<file path="src/rtl/wdcm_params.svh">
// Constant macros for the windowed watchdog and clock monitor.
`ifndef WDCM_PARAMS_SVH
`define WDCM_PARAMS_SVH

// ****************************************************************
// Register offsets
// ****************************************************************
`define WDCM_ADDR_SVC    8'h00
`define WDCM_ADDR_STAT   8'h01
`define WDCM_ADDR_MASK   8'h02
`define WDCM_ADDR_STATE  8'h03
`define WDCM_ADDR_IDLE   8'h04

// ****************************************************************
// Service word fields and reset values
// ****************************************************************
`define WDCM_WIN_MSB     7
`define WDCM_WIN_LSB     6
`define WDCM_KEY_MSB     5
`define WDCM_KEY_LSB     1
`define WDCM_CM_BIT      0
`define WDCM_KEY_VAL     5'h0C
`define WDCM_WIN_RST     2'h3
`define WDCM_CM_RST      1'h1

// ****************************************************************
// Status bit positions
// ****************************************************************
`define WDCM_ST_EARLY    0
`define WDCM_ST_LATE     1
`define WDCM_ST_MISM     2
`define WDCM_ST_CLK      3

// ****************************************************************
// Window limits in idle ticks and timing counts
// ****************************************************************
`define WDCM_LOWER_TICKS 17'h00800
`define WDCM_UPPER_8K    17'h02000
`define WDCM_UPPER_16K   17'h04000
`define WDCM_UPPER_32K   17'h08000
`define WDCM_UPPER_64K   17'h10000
`define WDCM_HOLD_CYC    5'h10
`define WDCM_CLK_PER_NS  25
`define WDCM_CM_GAP_NS   200000
`define WDCM_CM_GAP_CYC  (`WDCM_CM_GAP_NS / `WDCM_CLK_PER_NS)

`endif

</file>
<file path="src/rtl/wdcm_pkg.sv">
// Types shared by the watchdog and clock monitor modules.
package wdcm_pkg;

  // Error sequencing of the watchdog output pin.
  typedef enum logic [1:0]
  {
    WDCM_ARMED   = 2'b00,
    WDCM_DRIVE   = 2'b01,
    WDCM_HOLD    = 2'b10,
    WDCM_RELEASE = 2'b11
  } wdcm_state_t;

  typedef logic [16:0] wdcm_cnt_t;

endpackage

</file>
<file path="src/rtl/wdcm_top.sv">
// Windowed watchdog with clock monitor, register port and interrupt.
`timescale 1ns/1ps
`include "wdcm_params.svh"
module wdcm_top
  import wdcm_pkg::*;
#(
  parameter int CM_GAP_CYC = `WDCM_CM_GAP_CYC
)
(
  input  wire logic       CORE_CLK,
  input  wire logic       RST_N,
  input  wire logic       CE,
  input  wire logic       WD_OPTION_EN,
  input  wire logic       HIGH_SPEED_MODE,
  input  wire logic       INSTR_CYCLE,
  input  wire logic       LS_CLK_IN,
  input  wire logic [7:0] ADDR,
  input  wire logic [7:0] WDATA,
  input  wire logic       WR,
  input  wire logic       RD,
  output logic      [7:0] RDATA,
  output logic            IRQ,
  input  wire logic       WD_PIN_I,
  output logic            WD_PIN_O,
  output logic            WD_PIN_OE
);

  // ****************************************************************
  // Declarations and functions
  // ****************************************************************
  logic [1:0]  sync1_r;
  logic [1:0]  sync2_r;
  logic        ls_prev_r;
  logic        opt_taken_r;
  logic        wd_en_r;
  logic        configured_r;
  logic [1:0]  win_r;
  logic        cm_en_r;
  logic [3:0]  stat_r;
  logic [3:0]  stat_nxt;
  logic [3:0]  mask_r;
  logic [4:0]  hold_r;
  logic [13:0] gap_r;
  logic        clk_bad_r;
  logic [15:0] idle_cnt_r;
  wdcm_state_t state_r;
  wdcm_state_t state_nxt;
  logic        idle_tick;
  logic        svc_wr;
  logic        key_ok;
  logic        full_ok;
  logic        valid_svc;
  logic        err_early;
  logic        err_late;
  logic        err_mism;
  logic        err_clk;
  logic        any_err;
  logic        restart;
  logic        upper_hit;
  logic        lower_hit;
  logic        pin_high;
  logic        ls_level;
  wdcm_cnt_t   upper_limit;

  // Window select to upper limit in idle ticks.
  function automatic wdcm_cnt_t win_to_limit(input logic [1:0] sel);
    wdcm_cnt_t lim;
    case (sel)
      2'h0:    lim = `WDCM_UPPER_8K;
      2'h1:    lim = `WDCM_UPPER_16K;
      2'h2:    lim = `WDCM_UPPER_32K;
      default: lim = `WDCM_UPPER_64K;
    endcase
    return lim;
  endfunction

  // Register address match, used by both the write and read decoders.
  function automatic logic hit(input logic [7:0] a, input logic [7:0] off);
    return a == off;
  endfunction

  // ****************************************************************
  // Input synchronisers, idle ticks and option capture
  // ****************************************************************

  // The slow clock and the pin level come from outside the core domain.
  assign ls_level = sync2_r[0];
  assign pin_high = sync2_r[1];

  // Two flops per asynchronous input; only the second stage is ever read.
  generate
    for (genvar i = 0; i < 2; i++)
    begin : g_sync
      always_ff @(posedge CORE_CLK)
      begin
        if (!RST_N)
        begin
          sync1_r[i] <= 1'b1;
          sync2_r[i] <= 1'b1;
        end
        else if (CE)
        begin
          sync1_r[i] <= (i == 0) ? LS_CLK_IN : WD_PIN_I;
          sync2_r[i] <= sync1_r[i];
        end
      end
    end
  endgenerate

  // Rising-edge detector on the synchronised slow clock.
  always_ff @(posedge CORE_CLK)
  begin
    if (!RST_N)
      ls_prev_r <= 1'b1;
    else if (CE)
      ls_prev_r <= ls_level;
  end

  // Window time is in idle ticks; their source follows the speed mode.
  assign idle_tick = HIGH_SPEED_MODE ? INSTR_CYCLE : (ls_level && !ls_prev_r);

  // Free-running idle tick counter, readable by software for alignment.
  always_ff @(posedge CORE_CLK)
  begin
    if (!RST_N)
      idle_cnt_r <= 16'h0000;
    else if (CE && idle_tick)
      idle_cnt_r <= idle_cnt_r + 16'h0001;
  end

  // The option level is caught once after reset release, never under reset.
  always_ff @(posedge CORE_CLK)
  begin
    if (!RST_N)
    begin
      opt_taken_r <= 1'b0;
      wd_en_r     <= 1'b0;
    end
    else if (CE && !opt_taken_r)
    begin
      opt_taken_r <= 1'b1;
      wd_en_r     <= WD_OPTION_EN;
    end
  end

  // ****************************************************************
  // Service decode and window limit checkers
  // ****************************************************************

  // Services while the pin is active are ignored, as is anything without the option.
  assign svc_wr  = WR && hit(ADDR, `WDCM_ADDR_SVC) && wd_en_r
                   && (state_r == WDCM_ARMED);
  assign key_ok  = WDATA[`WDCM_KEY_MSB:`WDCM_KEY_LSB] == `WDCM_KEY_VAL;
  assign full_ok = key_ok && (WDATA[`WDCM_WIN_MSB:`WDCM_WIN_LSB] == win_r)
                   && (WDATA[`WDCM_CM_BIT] == cm_en_r);

  // The first service may land inside the lower limit; later ones may not.
  assign valid_svc = svc_wr && (configured_r ? (full_ok && lower_hit) : key_ok);
  assign err_mism  = svc_wr && (configured_r ? !full_ok : !key_ok);
  assign err_early = svc_wr && configured_r && full_ok && !lower_hit;
  assign err_late  = wd_en_r && (state_r == WDCM_ARMED) && upper_hit && !svc_wr;
  assign err_clk   = wd_en_r && (state_r == WDCM_ARMED) && cm_en_r && clk_bad_r;
  assign any_err   = err_mism || err_early || err_late || err_clk;

  // Both counts restart on a valid service, when the pin goes high again, or while the option is off.
  assign restart = valid_svc || !wd_en_r
                   || ((state_r == WDCM_RELEASE) && pin_high);

  // Window select and monitor enable are fixed by the first keyed write.
  always_ff @(posedge CORE_CLK)
  begin
    if (!RST_N)
    begin
      configured_r <= 1'b0;
      win_r        <= `WDCM_WIN_RST;
      cm_en_r      <= `WDCM_CM_RST;
    end
    else if (CE && svc_wr && !configured_r && key_ok)
    begin
      configured_r <= 1'b1;
      win_r        <= WDATA[`WDCM_WIN_MSB:`WDCM_WIN_LSB];
      cm_en_r      <= WDATA[`WDCM_CM_BIT];
    end
  end

  // Upper limit in idle ticks from the fixed window select.
  assign upper_limit = win_to_limit(win_r);

  // Upper limit: longest allowed interval between services.
  wdcm_limit_checker upper_limit_checker
  (
    .clk     (CORE_CLK),
    .rst_n   (RST_N),
    .ce      (CE),
    .tick    (idle_tick),
    .restart (restart),
    .limit   (upper_limit),
    .reached (upper_hit)
  );

  // Lower limit: fixed, catches a loop that services too often.
  wdcm_limit_checker lower_limit_checker
  (
    .clk     (CORE_CLK),
    .rst_n   (RST_N),
    .ce      (CE),
    .tick    (idle_tick),
    .restart (restart),
    .limit   (`WDCM_LOWER_TICKS),
    .reached (lower_hit)
  );

  // ****************************************************************
  // Clock monitor
  // ****************************************************************

  // Core cycles since the last instruction cycle; too long a gap is a slow clock.
  // A stopped core clock cannot be seen here; the instruction strobe stands in for it.
  always_ff @(posedge CORE_CLK)
  begin
    if (!RST_N)
    begin
      gap_r     <= 14'h0000;
      clk_bad_r <= 1'b0;
    end
    else if (CE)
    begin
      if (INSTR_CYCLE)
      begin
        gap_r     <= 14'h0000;
        clk_bad_r <= 1'b0;
      end
      else if (32'(gap_r) >= (CM_GAP_CYC - 1))
        clk_bad_r <= 1'b1;
      else
        gap_r <= gap_r + 14'h0001;
    end
  end

  // ****************************************************************
  // Output pin sequencer
  // ****************************************************************

  // Drive low, wait for the pin to fall, hold, then wait for the pull-up.
  always_comb
  begin
    state_nxt = state_r;
    case (state_r)
      WDCM_ARMED:
        if (any_err)
          state_nxt = WDCM_DRIVE;
      WDCM_DRIVE:
        if (!pin_high)
          state_nxt = WDCM_HOLD;
      WDCM_HOLD:
        if (hold_r == (`WDCM_HOLD_CYC - 5'h01))
          state_nxt = WDCM_RELEASE;
      WDCM_RELEASE:
        if (pin_high)
          state_nxt = WDCM_ARMED;
      default:
        state_nxt = WDCM_ARMED;
    endcase
    if (!wd_en_r)
      state_nxt = WDCM_ARMED;
  end

  // Sequencer state.
  always_ff @(posedge CORE_CLK)
  begin
    if (!RST_N)
      state_r <= WDCM_ARMED;
    else if (CE)
      state_r <= state_nxt;
  end

  // Hold count; a persisting clock error keeps restarting it, so the pin stays low.
  always_ff @(posedge CORE_CLK)
  begin
    if (!RST_N)
      hold_r <= 5'h00;
    else if (CE)
    begin
      if ((state_r != WDCM_HOLD) || (cm_en_r && clk_bad_r))
        hold_r <= 5'h00;
      else
        hold_r <= hold_r + 5'h01;
    end
  end

  // Open-drain pin: the level driven is always low, only the enable moves.
  always_ff @(posedge CORE_CLK)
  begin
    if (!RST_N)
    begin
      WD_PIN_O  <= 1'b0;
      WD_PIN_OE <= 1'b0;
    end
    else if (CE)
    begin
      WD_PIN_O  <= 1'b0;
      WD_PIN_OE <= (state_nxt == WDCM_DRIVE) || (state_nxt == WDCM_HOLD);
    end
  end

  // ****************************************************************
  // Status, mask, interrupt and read port
  // ****************************************************************

  // A new event in the clearing cycle survives: set wins over write-one-to-clear.
  always_comb
  begin
    stat_nxt = stat_r;
    if (WR && hit(ADDR, `WDCM_ADDR_STAT))
      stat_nxt = stat_r & ~WDATA[3:0];
    stat_nxt[`WDCM_ST_EARLY] = stat_nxt[`WDCM_ST_EARLY] | err_early;
    stat_nxt[`WDCM_ST_LATE]  = stat_nxt[`WDCM_ST_LATE] | err_late;
    stat_nxt[`WDCM_ST_MISM]  = stat_nxt[`WDCM_ST_MISM] | err_mism;
    stat_nxt[`WDCM_ST_CLK]   = stat_nxt[`WDCM_ST_CLK] | err_clk;
  end

  // Status and mask registers.
  always_ff @(posedge CORE_CLK)
  begin
    if (!RST_N)
    begin
      stat_r <= 4'h0;
      mask_r <= 4'h0;
    end
    else if (CE)
    begin
      stat_r <= stat_nxt;
      if (WR && hit(ADDR, `WDCM_ADDR_MASK))
        mask_r <= WDATA[3:0];
    end
  end

  // Level interrupt, registered, so it follows status by one cycle.
  always_ff @(posedge CORE_CLK)
  begin
    if (!RST_N)
      IRQ <= 1'b0;
    else if (CE)
      IRQ <= |(stat_r & mask_r);
  end

  // Read data stand only in the cycle after the strobe; the key always reads zero.
  always_ff @(posedge CORE_CLK)
  begin
    if (!RST_N)
      RDATA <= 8'h00;
    else if (CE)
    begin
      RDATA <= 8'h00;
      if (RD)
      begin
        if (hit(ADDR, `WDCM_ADDR_SVC))
          RDATA <= {win_r, 5'h00, cm_en_r};
        else if (hit(ADDR, `WDCM_ADDR_STAT))
          RDATA <= {4'h0, stat_r};
        else if (hit(ADDR, `WDCM_ADDR_MASK))
          RDATA <= {4'h0, mask_r};
        else if (hit(ADDR, `WDCM_ADDR_STATE))
          RDATA <= {2'h0, pin_high, clk_bad_r, state_r, configured_r, wd_en_r};
        else if (hit(ADDR, `WDCM_ADDR_IDLE))
          RDATA <= idle_cnt_r[15:8];
      end
    end
  end

endmodule

</file>
<file path="src/rtl/wdcm_limit_checker.sv">
// One window limit checker counting idle ticks up to a limit.
`timescale 1ns/1ps
module wdcm_limit_checker
  import wdcm_pkg::*;
(
  input  wire logic      clk,
  input  wire logic      rst_n,
  input  wire logic      ce,
  input  wire logic      tick,
  input  wire logic      restart,
  input  wire wdcm_cnt_t limit,
  output logic           reached
);

  wdcm_cnt_t cnt_r;

  // Count ticks and saturate at the limit, so a late check never wraps back to zero.
  always_ff @(posedge clk)
  begin
    if (!rst_n)
      cnt_r <= '0;
    else if (ce)
    begin
      if (restart)
        cnt_r <= '0;
      else if (tick && (cnt_r < limit))
        cnt_r <= cnt_r + 17'h00001;
    end
  end

  // Registered flag; it drops on the cycle after a restart.
  always_ff @(posedge clk)
  begin
    if (!rst_n)
      reached <= 1'b0;
    else if (ce)
      reached <= !restart && (cnt_r >= limit);
  end

endmodule

</file>
<file path="config.mk">
export PLATFORM = sky130hd
export DESIGN_NAME = wdcm_top
export DESIGN_NICKNAME = d
export VERILOG_FILES = /design/src/rtl/wdcm_pkg.sv /design/src/rtl/wdcm_top.sv /design/src/rtl/wdcm_limit_checker.sv
export VERILOG_INCLUDE_DIRS = /design/src /design/src/rtl
export SDC_FILE = /design/constraint.sdc
export NUM_CORES = 1
export LEC_CHECK = 0
export BUFFER_PORTS_ARGS = -buffer_cell sky130_fd_sc_hd__buf_2
export CAP_MARGIN = 5
export CORE_MARGIN = 2
export CORE_UTILIZATION = 60
export DETAILED_ROUTE_END_ITERATION = 6
export PLACE_DENSITY = 0.78
export SLEW_MARGIN = 25
export SYNTH_ARGS = -nofsm -noshare
export SYNTH_HDL_FRONTEND = slang
export SYNTH_SLANG_ARGS = --single-unit
</file>
<file path="constraint.sdc">
create_clock -name CORE_CLK -period 2.6 [get_ports CORE_CLK]
set_clock_uncertainty 0.2 [all_clocks]
set_input_delay 0.39 -clock CORE_CLK [delete_from_list [all_inputs] [get_ports CORE_CLK]]
set_output_delay 0.39 -clock CORE_CLK [all_outputs]
set_load 0.01 [all_outputs]
</file>
==> metrics.md, run 1 <==
| Metric | Value |
|---|---|
| Status | `complete, no violations` |
| Clock-pin slew on the worst setup and hold paths | `around 0.10 ns` |
| Max VDD drop | `0.329 mV` |
| Antenna violations before repair | `0` |
| Crit Reg-Reg Startpoint | `win_r[1]$_SDFFE_PN1P_` |
| Design area | `around 5700 sq um` |
| Seq/Total Area, Yosys | `0.401` |
| Syn nets | `626` |
| Max Fclk | `0.417 GHz` |
| Die Y | `96.5 um` |
| Die Footprint | `9320 sq um` |
| CP required | `2.66 ns` |
| Htree depth | `3` |
| CTS Buffer Depth | `2` |
| DP Area | `5490 sq um` |
| Total track usage | `0.253` |
| Clock Latency Late Sink | `between 0.3 and 0.4 ns` |
| # rows | `33` |
| Synth Register Bits | `slightly above 100` |
| Ys Warns | `0` |
| Overflow after GRT | `0` |
| Slew HR | `0.634` |
| CP bufs+invs | `0` |
| R2r setup slk | `0.20 ns` |
| Worst hold path endpoint | `sync1_r[1]$_SDFFE_PN1P_` |
| Layout cell share with drive strength beyond 1 | `0.132` |
| TritonCTS Buffers | `9` |
| Worst Path Arrival | `2.45 ns` |
| Fin. Hold Viols | `0` |
| Cell family with most CP delay | `compound AO/OA/AOI/OAI gates` |
| Mapped Area | `a little over 5000 sq um` |
| Synth Area in Simple Gates | `0.254` |
| Routed via count | `4358` |
| Final period util | `0.922` |
| Pwr dens | `479 nW/um^2` |
| Final setup viols | `0` |
| Nets | `665` |
| Tmin final | `approximately 2.4 ns` |
| Initial core utilization | `0.622` |
| Post-synthesis mux area share | `0.0353` |
| Hold buffer count at cts | `0` |
| Number of global-route vias before repair | `4136` |
| Inserted Diodes | `0` |
| Avg WL per Cell | `15.1 um` |
| Largest family of logic cells by synthesized area | `simple AND/OR/NAND/NOR gates` |
| Largest net degree at the start of global routing | `30` |
| Drt drc | `0` |
| First-pass GRT wire length | `18500 um` |
| Sum Neg Setup Slack | `0 ns` |
| Critical path, cell by cell | `nand2b_1 > ha_1 > nor2b_1 > o211ai_1 > o211ai_1 > a2111oi_2 > xnor2_1 > nor2_1` |
| Worst setup SP type | `flop` |
| CTS Sinks | `103` |
| Post-synth cell types | `59` |
| Vias per std cell | `about 5.9` |
| Worst stage delay on the critical path | `0.47 ns` |
| Synth Instances | `588` |
| CP Capture Type | `flop` |
| Die W | `96.5 um` |
| RSZ-0062 raised after global routing | `false` |
| Routed WL | `11100 um` |
| IO Port Bufs | `35` |
| Dpl hpwl | `between 8000 and 9000 um` |
| Reg2reg end | `upper_limit_checker.cnt_r[14]$_SDFFE_PN0P_` |
| LEAKAGE | `2.17 nW` |
| TritonCTS clock tree | `yes` |
| Post-synth EDFFs | `0` |
| Top Ports | `37` |
| Clk root buf | `clkbuf_8` |
| Setup CP Type | `flop to flop` |
| Hold Crit Start | `WD_PIN_I` |
| Top_reg_cell synth | `dfxtp_1` |
| Synth Area in XOR/XNOR | `0.0784` |
| CP max-delay cell | `a2111oi_2` |
| Async set-reset flop share out of synthesis | `0` |
| Core region area | `8260 sq um` |
| RePlAce Congestion | `approximately 0.87` |
| TritonRoute pass-1 iters | `4` |
| Area share of fa/ha/maj cells after synthesis | `0.0292` |
| Most used cell, CP | `o211ai_1` |
| Final ANT Viol Nets | `0` |
| Largest fanout on the critical path | `7` |
| Max-cap violations | `0` |
| Actual slew at the worst max-slew pin | `0.547 ns` |
| Layout Area Growth over Synthesis | `10.5%` |
| Reg2Reg Depth | `8` |
| Hold Path Class | `primary input to flop` |
| Complex-gate fraction of the synthesized area | `0.166` |
| Synthesized area per cell | `8.74 sq um` |
| Filler cells | `709` |
| Hold depth | `3` |
| Initial DRC count | `between 200 and 250` |
| Max-slew violation count | `0` |
-- Yosys cell counts, drive strengths merged, types with 5 or more instances --
cell	count	area, sq um
ha	12	150
and4	9	78.8
a21oi	24	120
clkbuf	20	75.1
nor3	9	45.0
and3	21	131
o21ai	16	83.8
mux2i	17	170
a21boi	6	45.0
nor2b	19	119
and2	26	163
xor2	25	219
a22oi	7	52.6
o211ai	10	80.1
buf	7	42.5
xnor2	21	184
inv	16	60.1
dfxtp	103	2060
nand2	55	206
nor4	5	31.3
nor2	50	188
or3	8	50.1
nand3	18	90.1
o21a	14	105
o22ai	8	50.1
o2111ai	7	61.3
nand4	15	93.8
-- registers in the layout, summed over array words and instances, names as in the netlist, 4 cells and up --
register                   flops
upper_limit_checker.cnt_r     17
RDATA                          8
mask_r                         4
gap_r                         14
stat_r                         4
idle_cnt_r                    16
hold_r                         5
lower_limit_checker.cnt_r     17
-- area by class of cell --
cell class	count	area, sq um	share of cell area
clock buffer	10	138	0.0243
multi-input combinational	442	2900	0.511
timing repair buffer	55	338	0.0595
sequential	103	2060	0.364
inverter	16	60.1	0.0106
tap	105	131	0.0231
clock inverter	5	42.5	0.00750
-- tightest hold or removal path, cell delays in order --
cell and delay [ns]:
buf_2 0.07, mux2i_1 0.06, nand2_1 0.06
-- report_power, final --
| group | total [mW] | leakage (nW) | switching, mW | internal, mW |
|---|---|---|---|---|
| clock | 0.926 | 0.0829 | 0.547 | 0.379 |
| sequential | 1.60 | 0.831 | 0.0114 | 1.59 |
| combinational | 0.195 | 1.25 | 0.122 | 0.0728 |
-- cell families after synthesis --
family          Yosys count
xor+xnor                 46
flops                   103
other cells               1
simple gates            249
compound gates          116
buf+inv                  43
mux                      18
fa+ha+maj                12
-- layer usage --
metal | wire length [um] | share of wire | vias to the layer above | GRT usage
met5 | 0 | 0 | - | 0
met4 | 129 | 0.012 | 0 | 0.0775
met3 | 448 | 0.040 | 11 | 0.0504
met2 | 5430 | 0.49 | 84 | 0.425
met1 | 5120 | 0.46 | 2094 | 0.328
li1 | - | - | 2169 | -
-- placed cells by master (no fill, tap or decap), types with 8 or more instances in the layout --
cell,instances
nand3_1,18
mux2i_1,17
nor2b_1,19
dfxtp_1,102
buf_4,19
and2_1,26
or3_1,8
nor2_1,50
nand4_1,15
nand2_1,55
xnor2_1,21
and3_1,21
inv_1,16
o211ai_1,9
nor3_1,9
o21a_1,14
ha_1,12
o21ai_0,14
xor2_1,25
o22ai_1,8
clkbuf_8,10
a21oi_1,24
and4_1,9
buf_2,35
-- metrics by stage --
step	hold WS (ns)	setup WS [ns]	power (mW)	utilization	std cells
after floorplan	0.228	0.243	1.75	-	588
after global placement	0.239	0.208	1.82	0.665	721
after detailed placement	0.243	0.143	1.83	0.665	721
after CTS	0.0269	0.125	2.75	0.687	736
after global routing	0.0474	0.0558	2.83	0.687	736
final	0.0475	0.203	2.72	0.687	736
-- timing repair --
item / in CTS / in global routing
setup endpoints to repair: 0 / 4
buffers inserted: 0 / 0
resized for setup: 0 / 2
-- how the worst max path moves through the flow --
| stage | start | end | slack, ns | cells past startpoint |
|---|---|---|---|---|
| 2_1_floorplan | win_r[1]$_SDFFE_PN1P_ | upper_limit_checker.cnt_r[14]$_SDFFE_PN0P_ | 0.24 | 8 |
| 3_3_place_gp | ADDR[5] | lower_limit_checker.cnt_r[8]$_SDFFE_PN0P_ | 0.21 | 7 |
| 3_5_place_dp | win_r[1]$_SDFFE_PN1P_ | upper_limit_checker.cnt_r[12]$_SDFFE_PN0P_ | 0.14 | 9 |
| 4_1_cts | win_r[1]$_SDFFE_PN1P_ | upper_limit_checker.cnt_r[12]$_SDFFE_PN0P_ | 0.12 | 9 |
| 5_1_grt | win_r[1]$_SDFFE_PN1P_ | upper_limit_checker.cnt_r[15]$_SDFFE_PN0P_ | 0.06 | 9 |
| 6_report | win_r[1]$_SDFFE_PN1P_ | upper_limit_checker.cnt_r[14]$_SDFFE_PN0P_ | 0.20 | 8 |
Note: power is estimated with default switching activity, not from simulation.
==> inputs of run 2 (changes only) <==
Settings changed: PLACE_DENSITY 0.78 to 0.79.
==> metrics.md, run 2 (synthesis gave the netlist of run 1 again) <==
| Metric | Value |
|---|---|
| CP startpoint | `win_r[1]$_SDFFE_PN1P_` |
| Number of global-route vias before repair | `around 4100` |
| Most frequent cells in the layout | `101 x dfxtp_1, 55 x nand2_1, 50 x nor2_1` |
| Worst Path Arrival | `2.51 ns` |
| Design area | `5690 sq um` |
| LEAKAGE | `roughly 2.2 nW` |
| Die W | `96.5 um` |
| Pwr dens | `502 nW/um^2` |
| Setup CP Type | `flop to flop` |
| Most common cell after layout, fill and taps aside | `dfxtp_1` |
| Overflow after GRT | `0` |
| Layout Area Growth over Synthesis | `10.8%` |
| Status | `complete, no violations` |
| TritonCTS clock tree | `yes` |
| Die Y | `~97 um` |
| Fin. Hold Viols | `0` |
| # rows | `33` |
| Clock Latency Late Sink | `between 0.3 and 0.4 ns` |
| Total power draw | `2.86 mW` |
| Final core utilization | `0.689` |
| Final period util | `0.943` |
| RSZ-0062 raised after global routing | `false` |
| Final ANT Viol Nets | `0` |
| Hold Slack | `0.0373 ns` |
| Actual slew at the worst max-slew pin | `0.567 ns` |
| Clock-pin slew on the worst setup and hold paths | `around 0.1 ns` |
| Final setup viols | `0` |
| Biggest regs | `lower_limit_checker.cnt_r x17, upper_limit_checker.cnt_r x17, idle_cnt_r x16` |
| Hold buffer count at cts | `0` |
| Max-slew violation count | `0` |
| Largest net degree at the start of global routing | `32` |
| Total track usage | `0.255` |
| Hold Path Class | `primary input to flop` |
| CP required | `2.66 ns` |
| CP Capture Type | `flop` |
| Die Footprint | `9320 sq um` |
| Drt drc | `0` |
| Layout cell share with drive strength beyond 1 | `0.133` |
| Routed WL | `11600 um` |
| Slew HR | `0.620` |
| Core region area | `8260 sq um` |
| TritonCTS Buffers | `9` |
| CTS Sinks | `103` |
| Htree depth | `3` |
| Worst setup SP type | `flop` |
| Routed via count | `4382` |
| Max VDD drop | `0.329 mV` |
| Initial core utilization | `0.622` |
| Dpl hpwl | `8550 um` |
| Avg WL per Cell | `about 16 um` |
| TritonRoute pass-1 iters | `5` |
| First-pass GRT wire length | `18700 um` |
| Tmin final | `2.45 ns` |
| IO Port Bufs | `35` |
| Largest fanout on the critical path | `7` |
| Initial DRC count | `between 200 and 300` |
| Antenna violations before repair | `0` |
| Filler cells | `678` |
| Crit Reg-Reg Startpoint | `win_r[1]$_SDFFE_PN1P_` |
| R2r setup slk | `roughly 0.15 ns` |
| Nets | `about 670` |
| RePlAce Congestion | `0.906` |
| Hold Crit Start | `WD_PIN_I` |
| Vias per std cell | `5.95` |
| Max-cap violations | `0` |
| Inserted Diodes | `0` |
| Clk root buf | `clkbuf_8` |
| Top Ports | `37` |
| Max Fclk | `about 0.4 GHz` |
| DP Area | `5480 sq um` |
| CTS Buffer Depth | `2` |
| Sum Neg Setup Slack | `0 ns` |
[run 2: metrics by stage]
| stage | instances | worst slack [ns] |
|---|---|---|
| 6_report | 737 | 0.148 |
| 5_1_grt | 737 | 0.0127 |
| 4_1_cts | 737 | 0.108 |
| 3_5_place_dp | 721 | 0.101 |
| 3_3_place_gp | 721 | 0.127 |
| 2_1_floorplan | 588 | 0.243 |
[run 2: layout make-up]
| type | count | area [sq um] | area share |
|---|---|---|---|
| multi-input combinational | 442 | 2900 | 0.509 |
| timing repair buffer | 55 | 325 | 0.0571 |
| inverter | 16 | 60.1 | 0.0105 |
| tap | 105 | 131 | 0.0231 |
| clock inverter | 6 | 76.3 | 0.0134 |
| sequential | 103 | 2060 | 0.363 |
| clock buffer | 10 | 138 | 0.0242 |
[run 2: worst paths after layout]
| check | to | cells past startpoint |
|---|---|---|
| max reg2reg | upper_limit_checker.cnt_r[13]$_SDFFE_PN0P_ | 9 |
| min | sync1_r[1]$_SDFFE_PN1P_ | 3 |
| min reg2reg | opt_taken_r$_SDFFE_PN0P_ | 1 |
| max | upper_limit_checker.cnt_r[13]$_SDFFE_PN0P_ | 9 |
[run 2: repair_timing]
action / 4_1_cts / 5_1_grt
buffers inserted: 0 / 0
resized for setup: 0 / 2
setup endpoints to repair: 0 / 3
[run 2: worst max-delay path: stages, from the launching register on]
cell and delay (ns):
dfxtp_2 0.38, nand2b_1 0.16, ha_1 0.31, nor2b_1 0.14
o211ai_1 0.22, o211ai_1 0.24, buf_4 0.22, a211oi_2 0.26
xnor2_1 0.16, nor2_1 0.07
[run 2: routing by layer]
layer  vias to the layer above  global-route usage  part of all wire
met2                       128               0.443              0.49
met5                         -                   0                 0
met4                         0              0.0951             0.019
li1                       2174                   -                 -
met1                      2058               0.314              0.44
met3                        22              0.0481             0.050
[run 2: report_power, final]
part	internal, mW	leakage, nW	switching (mW)
clock network	0.487	0.109	0.579
logic	0.0725	1.25	0.120
registers	1.59	0.830	0.0117
